===== config.mk =====
export PLATFORM = sky130hd
export DESIGN_NAME = position_speed_telegram
export DESIGN_NICKNAME = d
export VERILOG_FILES = /design/src/verilog/telegram_pkg.sv /design/src/verilog/position_speed_telegram.sv
export SDC_FILE = /design/constraint.sdc
export NUM_CORES = 1
export LEC_CHECK = 0
export BUFFER_PORTS_ARGS = -buffer_cell sky130_fd_sc_hd__buf_2
export CORE_MARGIN = 2
export CORE_UTILIZATION = 58
export CTS_CLUSTER_DIAMETER = 50
export DETAILED_ROUTE_END_ITERATION = 10
export PLACE_DENSITY = 0.8
export SLEW_MARGIN = 20
export SYNTH_ARGS = -nofsm -noshare
export SYNTH_HDL_FRONTEND = slang
export SYNTH_SLANG_ARGS = --single-unit

===== constraint.sdc =====
create_clock -name i_clk_sys -period 3.4 [get_ports i_clk_sys]
set_clock_uncertainty 0.05 [all_clocks]
set_input_delay 0.68 -clock i_clk_sys [delete_from_list [all_inputs] [get_ports i_clk_sys]]
set_output_delay 0.68 -clock i_clk_sys [all_outputs]
set_load 0.02 [all_outputs]

===== src/verilog/telegram_pkg.sv =====
`default_nettype none
package telegram_pkg;
  // Serial link defaults: 8N1
  localparam int CLK_HZ = 125000000;
  localparam int BAUD_DEFAULT = 38400;
  localparam int DATA_BITS = 8;
  // Telegram layout
  localparam int REQ_LEN = 3;
  localparam int RSP_LEN = 9;
  localparam logic [7:0] REQ_HDR_MASK = 8'hc0;
  localparam logic [7:0] CMD_POS_SPD_ONCE = 8'hf8;
  localparam logic [7:0] CMD_POS_SPD_CYCLIC = 8'hf9;
  localparam logic [7:0] CMD_STOP_CYCLIC = 8'hf3;
  // Cyclic interval, milliseconds
  localparam int CYCLE_MS_MAX = 30;
  localparam int CYCLE_MS_DEFAULT = 30;
  localparam int CYCLES_PER_MS = CLK_HZ / 1000;
  // Factory defaults of measurement
  localparam int INTEG_DEPTH_DEFAULT = 8;
  localparam int RESOLUTION_MM_DEFAULT = 1;
  localparam logic GRID_40MM = 1'b1;
  localparam logic GRID_30MM = 1'b0;
  // Quality thresholds, percent
  localparam logic [6:0] QUAL_HI = 7'h4b;
  localparam logic [6:0] QUAL_MID = 7'h32;
  localparam logic [6:0] QUAL_LO = 7'h19;
  // AXI4-Lite register byte offsets
  localparam logic [7:0] REG_CTRL = 8'h00;
  localparam logic [7:0] REG_CYCLE = 8'h04;
  localparam logic [7:0] REG_STATUS = 8'h08;
  localparam logic [7:0] REG_CONFIG = 8'h0c;
  localparam logic [1:0] RESP_OKAY = 2'b00;
  localparam logic [1:0] RESP_SLVERR = 2'b10;
  typedef enum logic [1:0] {TX_IDLE, TX_START, TX_DATA, TX_STOP} tx_state_e;
endpackage : telegram_pkg
`default_nettype wire


===== src/verilog/position_speed_telegram.sv =====
// Functional notes
// - Commands F8/F9 with good check byte trigger a nine-byte answer.
// - Requests with wrong check byte are discarded without any answer.
// - Cyclic mode repeats answer at software-set interval up to 30 ms.
// - Same byte content on RS-232 and RS-422.
// - Bytes two to five carry 32-bit position, bit zero LSB.
// - Bytes six and seven carry 16-bit speed, bit zero LSB.
// - Orientation flag 1 when turned half a turn; ready flag 1 ready.
// - Switching-line flags report 1 when their level is active.
// - Temperature flag set when temperature is out of range.
// - Quality field 00/01/10/11 by 75, 50, 25 percent bands.
// - Sleep flag shows standby or sleep mode active.
// - Marker-pending flag set while marker data awaits retrieval.
// - Fault-report flag set while diagnostic data awaits retrieval.
// - Value-invalid and device-fault flags reported separately.
// - Check byte bit is even parity of its column over prior bytes.
// - Default link is 38400 baud, 8 data bits, no parity, one stop.
// - Default integration depth is eight measurements.
// - Default position resolution is 1 mm per LSB.
// - Grid select chooses 40 mm or 30 mm, default 40 mm.
// - Line A default: active-high level output, set on invalid position.
// - Line B default: active-high edge input, rising edge loads preset.
//
// Design decisions made here: the register offsets and register access over AXI4-Lite.
`timescale 1ns/1ps
`default_nettype none
module position_speed_telegram
  import telegram_pkg::*;
#(
  parameter int BAUD = BAUD_DEFAULT,
  parameter int MS_CYCLES = CYCLES_PER_MS
) (
  input wire logic i_clk_sys, // System clock 125 MHz
  input wire logic i_resetn, // Async reset, active low
  input wire logic i_rxd, // Serial receive pin
  output logic o_txd, // Serial transmit pin
  input wire logic [31:0] i_position, // Measured position
  input wire logic [15:0] i_speed, // Measured speed
  input wire logic i_turned, // Sensor turned half a turn
  input wire logic i_ready, // Device ready
  input wire logic i_temp_out_of_range, // Temperature out of range
  input wire logic [6:0] i_quality_pct, // Reading quality percent
  input wire logic i_sleep, // Standby or sleep active
  input wire logic i_marker_held, // Marker data in memory
  input wire logic i_fault_report_held, // Diagnostic data in memory
  input wire logic i_value_invalid, // Measurement value invalid
  input wire logic i_device_fault, // Device error
  input wire logic i_switching_line_b, // Line B input pin
  output logic o_switching_line_a, // Line A output pin
  output logic o_preset_load, // Pulse: read in preset value
  output logic o_grid_40mm, // Grid select, 1 = 40 mm
  output logic [3:0] o_integ_depth, // Position integration depth
  output logic [3:0] o_resolution_mm, // Position resolution setting
  input wire logic [7:0] s_axi_awaddr, // AXI write address
  input wire logic s_axi_awvalid, // AXI write address valid
  output logic s_axi_awready, // AXI write address ready
  input wire logic [31:0] s_axi_wdata, // AXI write data
  input wire logic [3:0] s_axi_wstrb, // AXI write strobes
  input wire logic s_axi_wvalid, // AXI write data valid
  output logic s_axi_wready, // AXI write data ready
  output logic [1:0] s_axi_bresp, // AXI write response
  output logic s_axi_bvalid, // AXI write response valid
  input wire logic s_axi_bready, // AXI write response ready
  input wire logic [7:0] s_axi_araddr, // AXI read address
  input wire logic s_axi_arvalid, // AXI read address valid
  output logic s_axi_arready, // AXI read address ready
  output logic [31:0] s_axi_rdata, // AXI read data
  output logic [1:0] s_axi_rresp, // AXI read response
  output logic s_axi_rvalid, // AXI read valid
  input wire logic s_axi_rready // AXI read ready
);

  localparam int BIT_CYCLES = CLK_HZ / BAUD;
  localparam int HALF_CYCLES = BIT_CYCLES / 2;
  localparam logic [15:0] BIT_CNT = 16'(BIT_CYCLES - 1);
  localparam logic [15:0] HALF_CNT = 16'(HALF_CYCLES - 1);
  localparam logic [16:0] MS_CNT = 17'(MS_CYCLES - 1);
  localparam logic [4:0] CYCLE_DEF = 5'(CYCLE_MS_DEFAULT);
  localparam logic [4:0] CYCLE_MAX = 5'(CYCLE_MS_MAX);
  localparam logic [3:0] DEPTH_DEF = 4'(INTEG_DEPTH_DEFAULT);
  localparam logic [3:0] RES_DEF = 4'(RESOLUTION_MM_DEFAULT);
  localparam logic [3:0] RSP_LAST = 4'(RSP_LEN - 1);
  localparam logic [1:0] REQ_LAST = 2'(REQ_LEN - 1);

  if (BIT_CYCLES < 4 || BIT_CYCLES > 65535 || MS_CYCLES < 1
      || MS_CYCLES > 131071) begin : g_bad_params
    $error("unsupported BAUD or MS_CYCLES");
  end

  typedef struct packed {
    logic [1:0] rxs; // Pin synchronisers
    logic [1:0] lbs;
    logic lb_last;
    // Receiver
    logic rx_busy;
    logic [15:0] rx_cnt;
    logic [3:0] rx_bit;
    logic [7:0] rx_sh;
    logic [1:0] req_idx;
    logic [7:0] req0;
    logic [7:0] req1;
    // Transmit
    tx_state_e tx_st;
    logic [15:0] tx_cnt;
    logic [2:0] tx_bit;
    logic [3:0] tx_idx;
    logic [7:0] tx_sh;
    logic [71:0] frame;
    logic txd;
    logic send_req;
    // Cyclic
    logic cyclic;
    logic [16:0] ms_cnt;
    logic [4:0] ms_left;
    // Config and status
    logic [4:0] cycle_ms;
    logic grid40;
    logic [3:0] depth;
    logic [3:0] res_mm;
    logic [7:0] bad_cnt;
    logic [7:0] tx_cnt_frames;
    logic line_a;
    logic preset;
    // Bus
    logic aw_got;
    logic w_got;
    logic [7:0] aw_addr;
    logic [31:0] w_data;
    logic [3:0] w_strb;
    logic bvalid;
    logic [1:0] bresp;
    logic rvalid;
    logic [31:0] rdata;
    logic [1:0] rresp;
  } state_s;

  state_s s_reg, s_next;

  // Column parity of all bytes preceding the check byte
  function automatic logic [7:0] col_parity(input logic [63:0] b);
    logic [7:0] p;
    p = 8'h00;
    for (int i = 0; i < 8; i++) begin
      p = p ^ b[i*8 +: 8];
    end
    return p;
  endfunction : col_parity

  // Quality percent to two-bit band
  function automatic logic [1:0] qual_band(input logic [6:0] q);
    if (q >= QUAL_HI) return 2'b00;
    else if (q >= QUAL_MID) return 2'b01;
    else if (q >= QUAL_LO) return 2'b10;
    else return 2'b11;
  endfunction : qual_band

  logic [7:0] stat0, stat1;
  logic [63:0] body;
  logic [7:0] chk_req;

  // Next-state logic
  always_comb begin
    s_next = s_reg;
    stat0 = {i_turned, i_ready, s_reg.lbs[1], s_reg.line_a, 4'h0};
    stat1 = {i_temp_out_of_range,
             qual_band(i_quality_pct), i_sleep,
             i_marker_held, i_fault_report_held,
             i_value_invalid, i_device_fault};
    body = {stat0, stat1, i_position, i_speed};
    chk_req = s_reg.req0 ^ s_reg.req1;
    s_next.preset = 1'b0;
    if (s_reg.tx_st == TX_IDLE && s_reg.send_req) s_next.send_req = 1'b0;

    // Synchronisers and switching lines
    s_next.rxs = {s_reg.rxs[0], i_rxd};
    s_next.lbs = {s_reg.lbs[0], i_switching_line_b};
    s_next.lb_last = s_reg.lbs[1];
    if (s_reg.lbs[1] && !s_reg.lb_last) begin
      s_next.preset = 1'b1;
    end
    s_next.line_a = i_value_invalid;

    // UART receiver, 8N1
    if (!s_reg.rx_busy) begin
      if (!s_reg.rxs[1]) begin
        s_next.rx_busy = 1'b1;
        s_next.rx_cnt = HALF_CNT;
        s_next.rx_bit = 4'h0;
      end
    end else if (s_reg.rx_cnt != 16'h0000) begin
      s_next.rx_cnt = s_reg.rx_cnt - 16'h0001;
    end else begin
      s_next.rx_cnt = BIT_CNT;
      s_next.rx_bit = s_reg.rx_bit + 4'h1;
      if (s_reg.rx_bit == 4'h0) begin
        if (s_reg.rxs[1]) s_next.rx_busy = 1'b0; // False start
      end else if (s_reg.rx_bit <= 4'(DATA_BITS)) begin
        s_next.rx_sh = {s_reg.rxs[1], s_reg.rx_sh[7:1]};
      end else begin
        s_next.rx_busy = 1'b0;
        if (s_reg.rxs[1]) begin
          // Request assembly
          if (s_reg.req_idx == 2'd0) begin
            if ((s_reg.rx_sh & REQ_HDR_MASK) == REQ_HDR_MASK) begin
              s_next.req0 = s_reg.rx_sh;
              s_next.req_idx = 2'd1;
            end
          end else if (s_reg.req_idx == 2'd1) begin
            s_next.req1 = s_reg.rx_sh;
            s_next.req_idx = REQ_LAST;
          end else begin
            s_next.req_idx = 2'd0;
            if (s_reg.rx_sh != chk_req) begin
              s_next.bad_cnt = s_reg.bad_cnt + 8'h01;
            end else if (s_reg.req1 == CMD_POS_SPD_ONCE) begin
              s_next.send_req = 1'b1;
              s_next.cyclic = 1'b0;
            end else if (s_reg.req1 == CMD_POS_SPD_CYCLIC) begin
              s_next.send_req = 1'b1;
              s_next.cyclic = 1'b1;
              s_next.ms_cnt = MS_CNT;
              s_next.ms_left = s_reg.cycle_ms;
            end else if (s_reg.req1 == CMD_STOP_CYCLIC) begin
              s_next.cyclic = 1'b0;
            end
          end
        end else begin
          s_next.req_idx = 2'd0; // Framing error drops request
        end
      end
    end

    // Cyclic interval timer
    if (s_reg.cyclic) begin
      if (s_reg.ms_cnt != 17'h00000) begin
        s_next.ms_cnt = s_reg.ms_cnt - 17'h00001;
      end else begin
        s_next.ms_cnt = MS_CNT;
        if (s_reg.ms_left <= 5'h01) begin
          s_next.ms_left = s_reg.cycle_ms;
          s_next.send_req = 1'b1;
        end else begin
          s_next.ms_left = s_reg.ms_left - 5'h01;
        end
      end
    end

    // Transmitter, one frame per request; latched body is stable
    case (s_reg.tx_st)
      TX_IDLE: begin
        s_next.txd = 1'b1;
        if (s_reg.send_req) begin
          s_next.frame = {body, col_parity(body)};
          s_next.tx_idx = 4'h0;
          s_next.tx_st = TX_START;
          s_next.tx_cnt = BIT_CNT;
          s_next.tx_sh = body[63:56];
          s_next.txd = 1'b0;
        end
      end
      TX_START: begin
        if (s_reg.tx_cnt != 16'h0000) begin
          s_next.tx_cnt = s_reg.tx_cnt - 16'h0001;
        end else begin
          s_next.tx_cnt = BIT_CNT;
          s_next.tx_bit = 3'h0;
          s_next.txd = s_reg.tx_sh[0];
          s_next.tx_st = TX_DATA;
        end
      end
      TX_DATA: begin
        if (s_reg.tx_cnt != 16'h0000) begin
          s_next.tx_cnt = s_reg.tx_cnt - 16'h0001;
        end else begin
          s_next.tx_cnt = BIT_CNT;
          s_next.tx_sh = {1'b0, s_reg.tx_sh[7:1]};
          s_next.tx_bit = s_reg.tx_bit + 3'h1;
          if (s_reg.tx_bit == 3'(DATA_BITS - 1)) begin
            s_next.txd = 1'b1;
            s_next.tx_st = TX_STOP;
          end else begin
            s_next.txd = s_reg.tx_sh[1];
          end
        end
      end
      TX_STOP: begin
        if (s_reg.tx_cnt != 16'h0000) begin
          s_next.tx_cnt = s_reg.tx_cnt - 16'h0001;
        end else if (s_reg.tx_idx == RSP_LAST) begin
          s_next.tx_st = TX_IDLE;
          s_next.tx_cnt_frames = s_reg.tx_cnt_frames + 8'h01;
        end else begin
          s_next.tx_idx = s_reg.tx_idx + 4'h1;
          s_next.tx_sh = s_reg.frame[8*(7 - s_reg.tx_idx) +: 8];
          s_next.tx_cnt = BIT_CNT;
          s_next.txd = 1'b0;
          s_next.tx_st = TX_START;
        end
      end
      default: s_next.tx_st = TX_IDLE;
    endcase

    // AXI4-Lite write channel
    if (s_axi_awvalid && !s_reg.aw_got) begin
      s_next.aw_got = 1'b1;
      s_next.aw_addr = s_axi_awaddr;
    end
    if (s_axi_wvalid && !s_reg.w_got) begin
      s_next.w_got = 1'b1;
      s_next.w_data = s_axi_wdata;
      s_next.w_strb = s_axi_wstrb;
    end
    if (s_reg.aw_got && s_reg.w_got && !s_reg.bvalid) begin
      s_next.bvalid = 1'b1;
      s_next.bresp = RESP_OKAY;
      s_next.aw_got = 1'b0;
      s_next.w_got = 1'b0;
      case ({s_reg.aw_addr[7:2], 2'b00})
        REG_CTRL: begin
          if (s_reg.w_strb[0]) begin
            if (s_reg.w_data[0]) s_next.send_req = 1'b1;
            if (s_reg.w_data[1]) s_next.cyclic = 1'b0;
          end
        end
        REG_CYCLE: begin
          if (s_reg.w_strb[0]) begin
            if (s_reg.w_data[4:0] == 5'h00) s_next.cycle_ms = 5'h01;
            else if (s_reg.w_data[4:0] > CYCLE_MAX) s_next.cycle_ms = CYCLE_MAX;
            else s_next.cycle_ms = s_reg.w_data[4:0];
          end
        end
        REG_CONFIG: begin
          if (s_reg.w_strb[0]) begin
            s_next.grid40 = s_reg.w_data[0];
            s_next.depth = s_reg.w_data[7:4];
          end
          if (s_reg.w_strb[1]) s_next.res_mm = s_reg.w_data[11:8];
        end
        REG_STATUS: ;
        default: s_next.bresp = RESP_SLVERR;
      endcase
    end
    if (s_reg.bvalid && s_axi_bready) s_next.bvalid = 1'b0;

    // AXI4-Lite read channel
    if (s_axi_arvalid && !s_reg.rvalid) begin
      s_next.rvalid = 1'b1;
      s_next.rresp = RESP_OKAY;
      case ({s_axi_araddr[7:2], 2'b00})
        REG_CTRL: s_next.rdata = {30'h0, 1'b0, s_reg.cyclic};
        REG_CYCLE: s_next.rdata = {27'h0, s_reg.cycle_ms};
        REG_STATUS: s_next.rdata = {8'h00, s_reg.bad_cnt,
                                    s_reg.tx_cnt_frames, stat0[7:4],
                                    2'b00, s_reg.tx_st != TX_IDLE,
                                    s_reg.cyclic};
        REG_CONFIG: s_next.rdata = {20'h0, s_reg.res_mm, s_reg.depth,
                                    3'h0, s_reg.grid40};
        default: begin
          s_next.rdata = 32'h0;
          s_next.rresp = RESP_SLVERR;
        end
      endcase
    end else if (s_reg.rvalid && s_axi_rready) begin
      s_next.rvalid = 1'b0;
    end
  end

  // State register
  always_ff @(posedge i_clk_sys or negedge i_resetn) begin
    if (!i_resetn) begin
      s_reg <= '0;
      s_reg.rxs <= 2'b11;
      s_reg.txd <= 1'b1;
      s_reg.tx_st <= TX_IDLE;
      s_reg.cycle_ms <= CYCLE_DEF;
      s_reg.grid40 <= GRID_40MM;
      s_reg.depth <= DEPTH_DEF;
      s_reg.res_mm <= RES_DEF;
    end else begin
      s_reg <= s_next;
    end
  end

  // Outputs straight from flops; framing identical on RS-232 and RS-422
  assign o_txd = s_reg.txd;
  assign o_switching_line_a = s_reg.line_a;
  assign o_preset_load = s_reg.preset;
  assign o_grid_40mm = s_reg.grid40;
  assign o_integ_depth = s_reg.depth;
  assign o_resolution_mm = s_reg.res_mm;
  assign s_axi_awready = !s_reg.aw_got;
  assign s_axi_wready = !s_reg.w_got;
  assign s_axi_bvalid = s_reg.bvalid;
  assign s_axi_bresp = s_reg.bresp;
  assign s_axi_arready = !s_reg.rvalid;
  assign s_axi_rvalid = s_reg.rvalid;
  assign s_axi_rdata = s_reg.rdata;
  assign s_axi_rresp = s_reg.rresp;

endmodule : position_speed_telegram
`default_nettype wire


Word-level counts from Yosys, hierarchy flattened
Cells that the tools add are included.
{"block": "totals", "register_bits": 272, "inputBits": 124, "output_inout_bits": 53, "wordCells": 245}
{"block": "classes", "addsub": 10, "n_lt_le_gt_ge": 6, "n_eq_ne": 34, "n_shift": 1, "mux": 87, "bitwise_logic": 14, "n_reduce_logical": 54}
{"op": "2-to-1 mux 24 bit", "n": 8}
{"op": "one-hot mux 24 bit (4 select lines)", "n": 1}
{"op": "2-to-1 mux 85 bit", "n": 1}
{"op": "2-to-1 mux 16 bit", "n": 5}
{"op": "one-hot mux 18 bit (4 select lines)", "n": 1}
{"op": "variable part select 72 x 33 -> 8 bit", "n": 1}
{"op": "2-to-1 mux 22 bit", "n": 3}
{"op": "bitwise XOR 8 bit", "n": 8}
{"op": "2-to-1 mux 21 bit", "n": 2}
{"op": "2-to-1 mux 8 bit", "n": 5}
{"op": "2-to-1 mux 18 bit", "n": 2}
{"op": "2-to-1 mux 2 bit", "n": 16}
{"op": "nonzero test 16 bit", "n": 2}
{"op": "subtractor 16 x 1 -> 16 bit, second input constant", "n": 2}
{"op": "2-to-1 mux 30 bit", "n": 1}
{"op": "!= test 2 bit, second input constant", "n": 15}
{"op": "2-to-1 mux 1 bit", "n": 26}
{"op": "2-to-1 mux 26 bit", "n": 1}
{"op": "== test 6 x 2 -> 1 bit, second input constant", "n": 4}
{"op": "== test 8 bit, second input constant", "n": 3}
{"op": "2-to-1 mux 12 bit", "n": 2}
{"op": "one-hot mux 8 bit (3 select lines)", "n": 1}
{"op": "2-to-1 mux 5 bit", "n": 4}
{"op": "nonzero test 2 bit", "n": 10}
{"op": "43 further kinds", "n": 82}

Longest topological paths before layout
Gate-level depths: netlist of run 1.
{"block": "logic_depth", "ltp_word": 20, "depth_mapped": 11, "mapped_depth_nobuf": 8}

Least setup slack after synthesis of run 1
Ideal clock, no wire load.
{"block": "synth_path", "path_kind": "flip-flop to flip-flop", "from": "register s_reg[221] in the netlist's numbering", "to": "register s_reg[237] in the netlist's numbering", "setup_time_ns": 0.137, "arrival_ns": 2.439, "setup_slack_ns": 0.774, "stages_incl_launch_ff": 12, "path_buffers": 3, "period_less_slack_ns": 2.626, "path_cell_list": "dfrtp_1 clkbuf_1 buf_2 inv_1 ha_1 nand4b_1 or3_1 o31ai_1 buf_2 nor4_1 xnor2_1 nor2_1"}
{"block": "synth_via", "elab_chain_len": 3}
{"item": "start: declaration", "line": "position_speed_telegram.sv:137", "rtl": "state_s s_reg, s_next;"}
{"item": "start signal: assignment", "line": "position_speed_telegram.sv:380", "rtl": "s_reg <= s_next;"}
{"item": "== test 4 bit", "line": "position_speed_telegram.sv:289", "rtl": "end else if (s_reg.tx_idx == RSP_LAST) begin"}
{"item": "!= test 3 bit (no line)"}
{"item": "AND reduction 2 bit (no line)"}
Every way passes these cells.
A chain may end at the register's enable or synchronous reset.

==> impl_metrics.toml, run 1 <==
[power]
ir_worst_vdd_mv = 0.420
seqPwrFrac_pct = 41.2
intPower_mw = 6.98
power_frac_clock_pct = 34.4
switching_share_pct = 30.1
power.leakage_nw = 6.86
powerDensity_nw_per_um2 = 675
p_comb_share_pct = 24.4
switchingPower_mw = 3.01

[drt]
first_iter_violations = 552
drc = 0
wl_mm = 26.7
detail-route-antenna-nets = 0
dr.pass1.iters = 5
vias = 8886
vias_per_cell = 5.74
wl_per_cell_um = 17.2

[timing]
worstMarginPinSlew_ns = 0.902
hold_viol = 0
fmax_mhz = 336
setup_viol = 0
rsz0062_at_grt = "false"
period_needed_ns = 2.97
period_share_pct = 87.5
slew-limit-headroom_pct = 39.8
slew_viol_final = 0
setup_tns_ns = 0

[finish]
drive_gt1_share_pct = 30.7
final_cell_mix = "dfrtp_1 (246), buf_2 (139), mux2_2 (115), nand2_1 (87), xnor2_1 (71)"
largest_reg_flops = 213
nets = 1384
instances_no_fill = 1549
areaGrowthSynthToFinish_pct = 14.3
layout_commonest_cell = "dfrtp_1"

[floorplanning]
die_w_um = 153
coreArea_um2 = 21900
core.rowCount = 54
ios = 177
dieHeight_um = 153
initial_core_util_pct = 59.1
dieArea_um2 = 23500

[clock_tree]
cts_max_path_buffers = 3
clock_sinks = 256
path_clk_slew_ns = 0.06
post_cts_buffers = 0
cts_max_level = 1
cts_hold_buf = 0
root_buffer = "clkbuf_16"
cts_resized = 0
numCtsBuffers = 30
cts_tree = "built"
clk_latency_ns = 0.55

[synthesis]
synth_top_cell_by_area = "dfrtp_1"
synth_top_cell_area_share_pct = 47.6
netlist_area_um2 = 12900
synth_edf_count = 0
ys_warn_count = 0
yosysUniqueCellTypes = 78
synth_seq_cells = 256
syn_inst = 1127
postSynthAreaPerCell_um2 = 11.5
synthArstFlopShare_pct = 100
synth_ff_type = "dfrtp_1"
ys_seq_area_share_pct = 49.6
yosys-top-cells-area = "dfrtp_1 (48%), mux2_2 (10%), xnor2_1 (4.8%)"

[setup_path]
crit_arrival_ns = 3.33
worstPathMaxFanout = 10
end_kind = "flip-flop"
critical-path-top-delay-family = "simple AND/OR/NAND/NOR gates"
crit_type = "reg -> reg"
critPathMaxStageDelay_ns = 0.78
slowest_stage = "or4_1"
reg2regPathDepth = 7
worstPathCellList = "inv_1, ha_1, nor4b_2, nand3_1, or4_1, a2111oi_0, a21oi_1"
worstSetupPathDepth = 7
critPathBufInv = 1
cp-start-kind = "flip-flop"
required_ns = 3.75

[placement]
hpwl_mm = 18.4
dpl.cell_count = 1491
gp_congestion = 0.840
port-buffer-count = 140

[global_route]
grt_pass1_vias = 8894
grt_util_all_layers_pct = 23.0
grt_antenna_before_repair = 3
grt_pass1_wl_mm = 44.9
grt_max_degree = 82
grt_overflow = 0

[run]
maxCapViolations = 0

[run_status]
status = "complete, no violations"

[hold_path]
hold_class = "in -> async"
-- Yosys cell counts, types with 4 or more instances --
master / number
a22o_1: 21
nor2b_1: 14
nand2b_1: 9
o2bb2ai_1: 4
o22a_1: 7
nor4_1: 9
mux4_2: 16
nor3_1: 18
or4_1: 6
nand2_1: 88
mux2i_1: 26
a21o_1: 6
xnor3_1: 6
or3_1: 11
or2_2: 6
a31oi_1: 6
o21ai_1: 8
xnor2_1: 71
buf_4: 44
o31ai_1: 4
and2_1: 4
clkbuf_1: 30
nor3b_1: 7
mux2_2: 115
nor2_1: 69
nand4_1: 10
ha_1: 17
o221a_2: 4
a21oi_1: 38
xor2_1: 15
inv_1: 31
nor3_2: 4
dfstp_2: 10
nand3_1: 22
o21a_1: 9
dfrtp_1: 246
buf_2: 4
o21ai_0: 47
-- kinds of logic after synthesis --
logic type | count (synthesis) | synth area share [%]
and+or+nand+nor | 303 | 12.5
AOI/OAI and AO/OA | 187 | 9.84
other | 1 | 0.0290
adders and majority gates | 17 | 1.64
buffers and inverters | 114 | 4.74
xor gates and xnor gates | 92 | 6.87
muxes | 157 | 14.8
DFF | 256 | 49.6
-- routing by layer --
layer / GRT usage, % / share of wire, % / vias up
met5: 0 / 0 / -
met4: 7.16 / 2.8 / 0
met3: 3.15 / 5.2 / 47
met2: 38.2 / 49 / 229
met1: 31.7 / 43 / 4400
li1: - / - / 4210
-- path summary, 6_finish.rpt --
| path | start | end | slack, ns |
|---|---|---|---|
| setup / recovery | s_reg[121] | s_reg[118] | 0.43 |
| hold / removal | i_resetn | s_axi_rdata[21] | 0.06 |
| setup reg to reg | s_reg[121] | s_reg[118] | 0.43 |
| hold reg to reg | s_next[297] | s_reg[297] | 0.30 |
| max in group asynchronous | i_resetn | o_txd | 2.32 |
| min in group i_clk_sys | i_rxd | s_next[297] | 0.18 |
-- cell type report --
cell class | instances | area (µm²)
antenna | 2 | 5.00
clock buffer | 43 | 901
clock inverter | 13 | 188
fill | 1630 | 7100
inverter | 31 | 116
multi-input combinational | 766 | 5940
sequential | 256 | 6420
tap | 280 | 350
timing repair buffer | 158 | 871
-- power by group through the flow --
stage               clock network, mW  logic (mW)  registers (mW)
floorplan                           0        1.94            4.00
global placement                    0        2.35            4.10
detailed placement                  0        2.44            4.15
CTS                              3.48        2.46            4.10
global route                     3.62        2.69            4.18
finish                           3.43        2.44            4.11
-- through the flow --
step	util (%)	hold slack [ns]	worst slack, ns	instance area [µm²]	power (mW)
3_3_place_gp	62.6	0.288	0.618	13700	6.45
2_1_floorplan	-	0.281	0.774	13000	5.94
3_5_place_dp	62.6	0.297	0.559	13700	6.59
4_1_cts	67.6	0.0817	0.439	14800	10.0
5_1_grt	67.6	0.0852	0.312	14800	10.5
6_report	67.6	0.0552	0.426	14800	9.99
-- worst register-to-register path, delay by kind of cell (launching register included) --
family | cells | cell delay (ns)
and+or+nand+nor | 3 | 1.34
buffers and inverters | 1 | 0.09
DFF | 1 | 0.42
AOI/OAI and AO/OA | 2 | 0.71
adders and majority gates | 1 | 0.22
Note: power is estimated with default switching activity, not from simulation.
==> run 2: changes to the inputs <==
--- a/config.mk
+++ b/config.mk
@@ -10,7 +10,7 @@
 export CORE_UTILIZATION = 58
 export CTS_CLUSTER_DIAMETER = 50
 export DETAILED_ROUTE_END_ITERATION = 10
-export PLACE_DENSITY = 0.8
+export PLACE_DENSITY_LB_ADDON = 0.1
 export SLEW_MARGIN = 20
 export SYNTH_ARGS = -nofsm -noshare
 export SYNTH_HDL_FRONTEND = slang
==> run 2 against run 1 <==
Maximum frequency rose by 4.2%. Sequential cell count stayed put. Die area stayed put. Hold slack better by 0.074 ns. Worst setup slack better by 0.12 ns.
==> impl_metrics.toml, run 2 (synthesized netlist as in run 1, its figures left out) <==
[run_status]
status = "complete, no violations"

[power]
seqPwrFrac_pct = 41.1
p_comb_share_pct = 24.7
switchingPower_mw = 2.96
switching_share_pct = 29.9
intPower_mw = 6.94
power.leakage_nw = 6.86
ir_worst_vdd_mv = 0.399
power_frac_clock_pct = 34.2
powerDensity_nw_per_um2 = 669

[finish]
post-route-util_pct = 67.5
drive_gt1_share_pct = 30.8
layout_commonest_cell = "dfrtp_1"
instances_no_fill = 1550
largest_reg_flops = 213
final_cell_mix = "dfrtp_1 (246), buf_2 (139), mux2_2 (115), nand2_1 (87), xnor2_1 (71)"
nets = 1387
areaGrowthSynthToFinish_pct = 14.3
fillers = 1654
antenna_cells = 0

[setup_path]
required_ns = 3.81
r2r_slack_ns = 0.54
crit_arrival_ns = 3.26
reg2regPathDepth = 8
regToRegStartpoint = "s_reg[228]"
worstPathMaxFanout = 9
cp-start-kind = "flip-flop"
crit_type = "reg -> reg"
end_kind = "flip-flop"
rr_endpoint = "s_reg[234]"

[clock_tree]
clock_sinks = 256
post_cts_buffers = 0
cts_tree = "built"
numCtsBuffers = 31
path_clk_slew_ns = 0.05
cts_hold_buf = 0
cts_max_path_buffers = 3
cts_resized = 0
cts_max_level = 1
root_buffer = "clkbuf_16"
clk_latency_ns = 0.54

[timing]
rsz0062_at_grt = "false"
worstMarginPinSlew_ns = 0.860
slew_viol_final = 0
period_share_pct = 84.0
setup_tns_ns = 0
period_needed_ns = 2.86
hold_viol = 0
whs_ns = 0.129
worst_slack_ns = 0.545
slew-limit-headroom_pct = 42.7
setup_viol = 0
fmax_mhz = 350

[placement]
gp_congestion = 0.800
port-buffer-count = 140
hpwl_mm = 18.6
pre_cts_ws_ns = 0.574
dpl.cell_count = 1493

[drt]
drc = 0
dr.pass1.iters = 5
detail-route-antenna-nets = 0
first_iter_violations = 435
vias = 8712
wl_mm = 26.5
wl_per_cell_um = 17.1
vias_per_cell = 5.62

[global_route]
grt_max_degree = 99
grtUsageMet2_pct = 37.4
grt_pass1_wl_mm = 44.9
grt_util_all_layers_pct = 23.1
grt_antenna_before_repair = 0
grt_overflow = 0
top_usage_layer = "met2"
met3_usage_pct = 2.69
grt_use_met1_pct = 34.1
grt_pass1_vias = 8758

[run]
maxCapViolations = 0

[floorplanning]
coreArea_um2 = 21900
ios = 177
dieArea_um2 = 23500
dieHeight_um = 153
die_w_um = 153
initial_core_util_pct = 59.1
core.rowCount = 54

[hold_path]
hold_class = "in -> async"
==> run 2: layout make-up <==
type	instances	area [µm²]	share of cell area (%)
clock buffers	38	822	5.56
well taps	280	350	2.37
multi-input cells	766	5940	40.2
flip-flops and latches	256	6420	43.4
inverters	31	116	0.787
clock inverters	19	246	1.67
repair buffers	160	886	5.99
==> run 2: power by group through the flow <==
stage          Combinational [mW]  Sequential (mW)  Clock, mW
2_1_floorplan                1.94             4.00          0
3_3_place_gp                 2.38             4.09          0
3_5_place_dp                 2.44             4.12          0
4_1_cts                      2.46             4.07       3.44
5_1_grt                      2.70             4.15       3.58
6_report                     2.44             4.07       3.38
==> run 2: how the worst max path moves through the flow <==
stage | startpoint | end | cells past startpoint
finish | s_reg[228] | s_reg[234] | 8
global route | s_reg[121] | s_reg[118] | 7
CTS | s_reg[228] | s_reg[234] | 8
detailed placement | s_reg[228] | s_reg[237] | 9
global placement | s_reg[228] | s_reg[243] | 9
floorplan | s_reg[221] | s_reg[237] | 11
==> run 2: through the flow <==
step,power [mW],cell area (µm²)
finish,9.90,14800
global route,10.4,14800
CTS,9.97,14800
detailed placement,6.56,13700
global placement,6.47,13700
floorplan,5.94,13000
==> run 2: per-layer routing <==
| layer | vias to the layer above | share of wire [%] | wire (µm) |
|---|---|---|---|
| met5 | - | 0 | 0 |
| met4 | 0 | 1.6 | 425 |
| met3 | 28 | 3.7 | 982 |
| met2 | 165 | 48 | 12800 |
| met1 | 4293 | 46 | 12300 |
| li1 | 4226 | - | - |
==> run 2: worst max-delay path: stages, from the launching register on <==
cell	delay [ns]
dfrtp_1	0.42
inv_1	0.08
ha_1	0.20
or3b_4	0.42
or4_4	0.53
o31ai_1	0.50
buf_4	0.25
nor2_1	0.17
a21oi_1	0.15
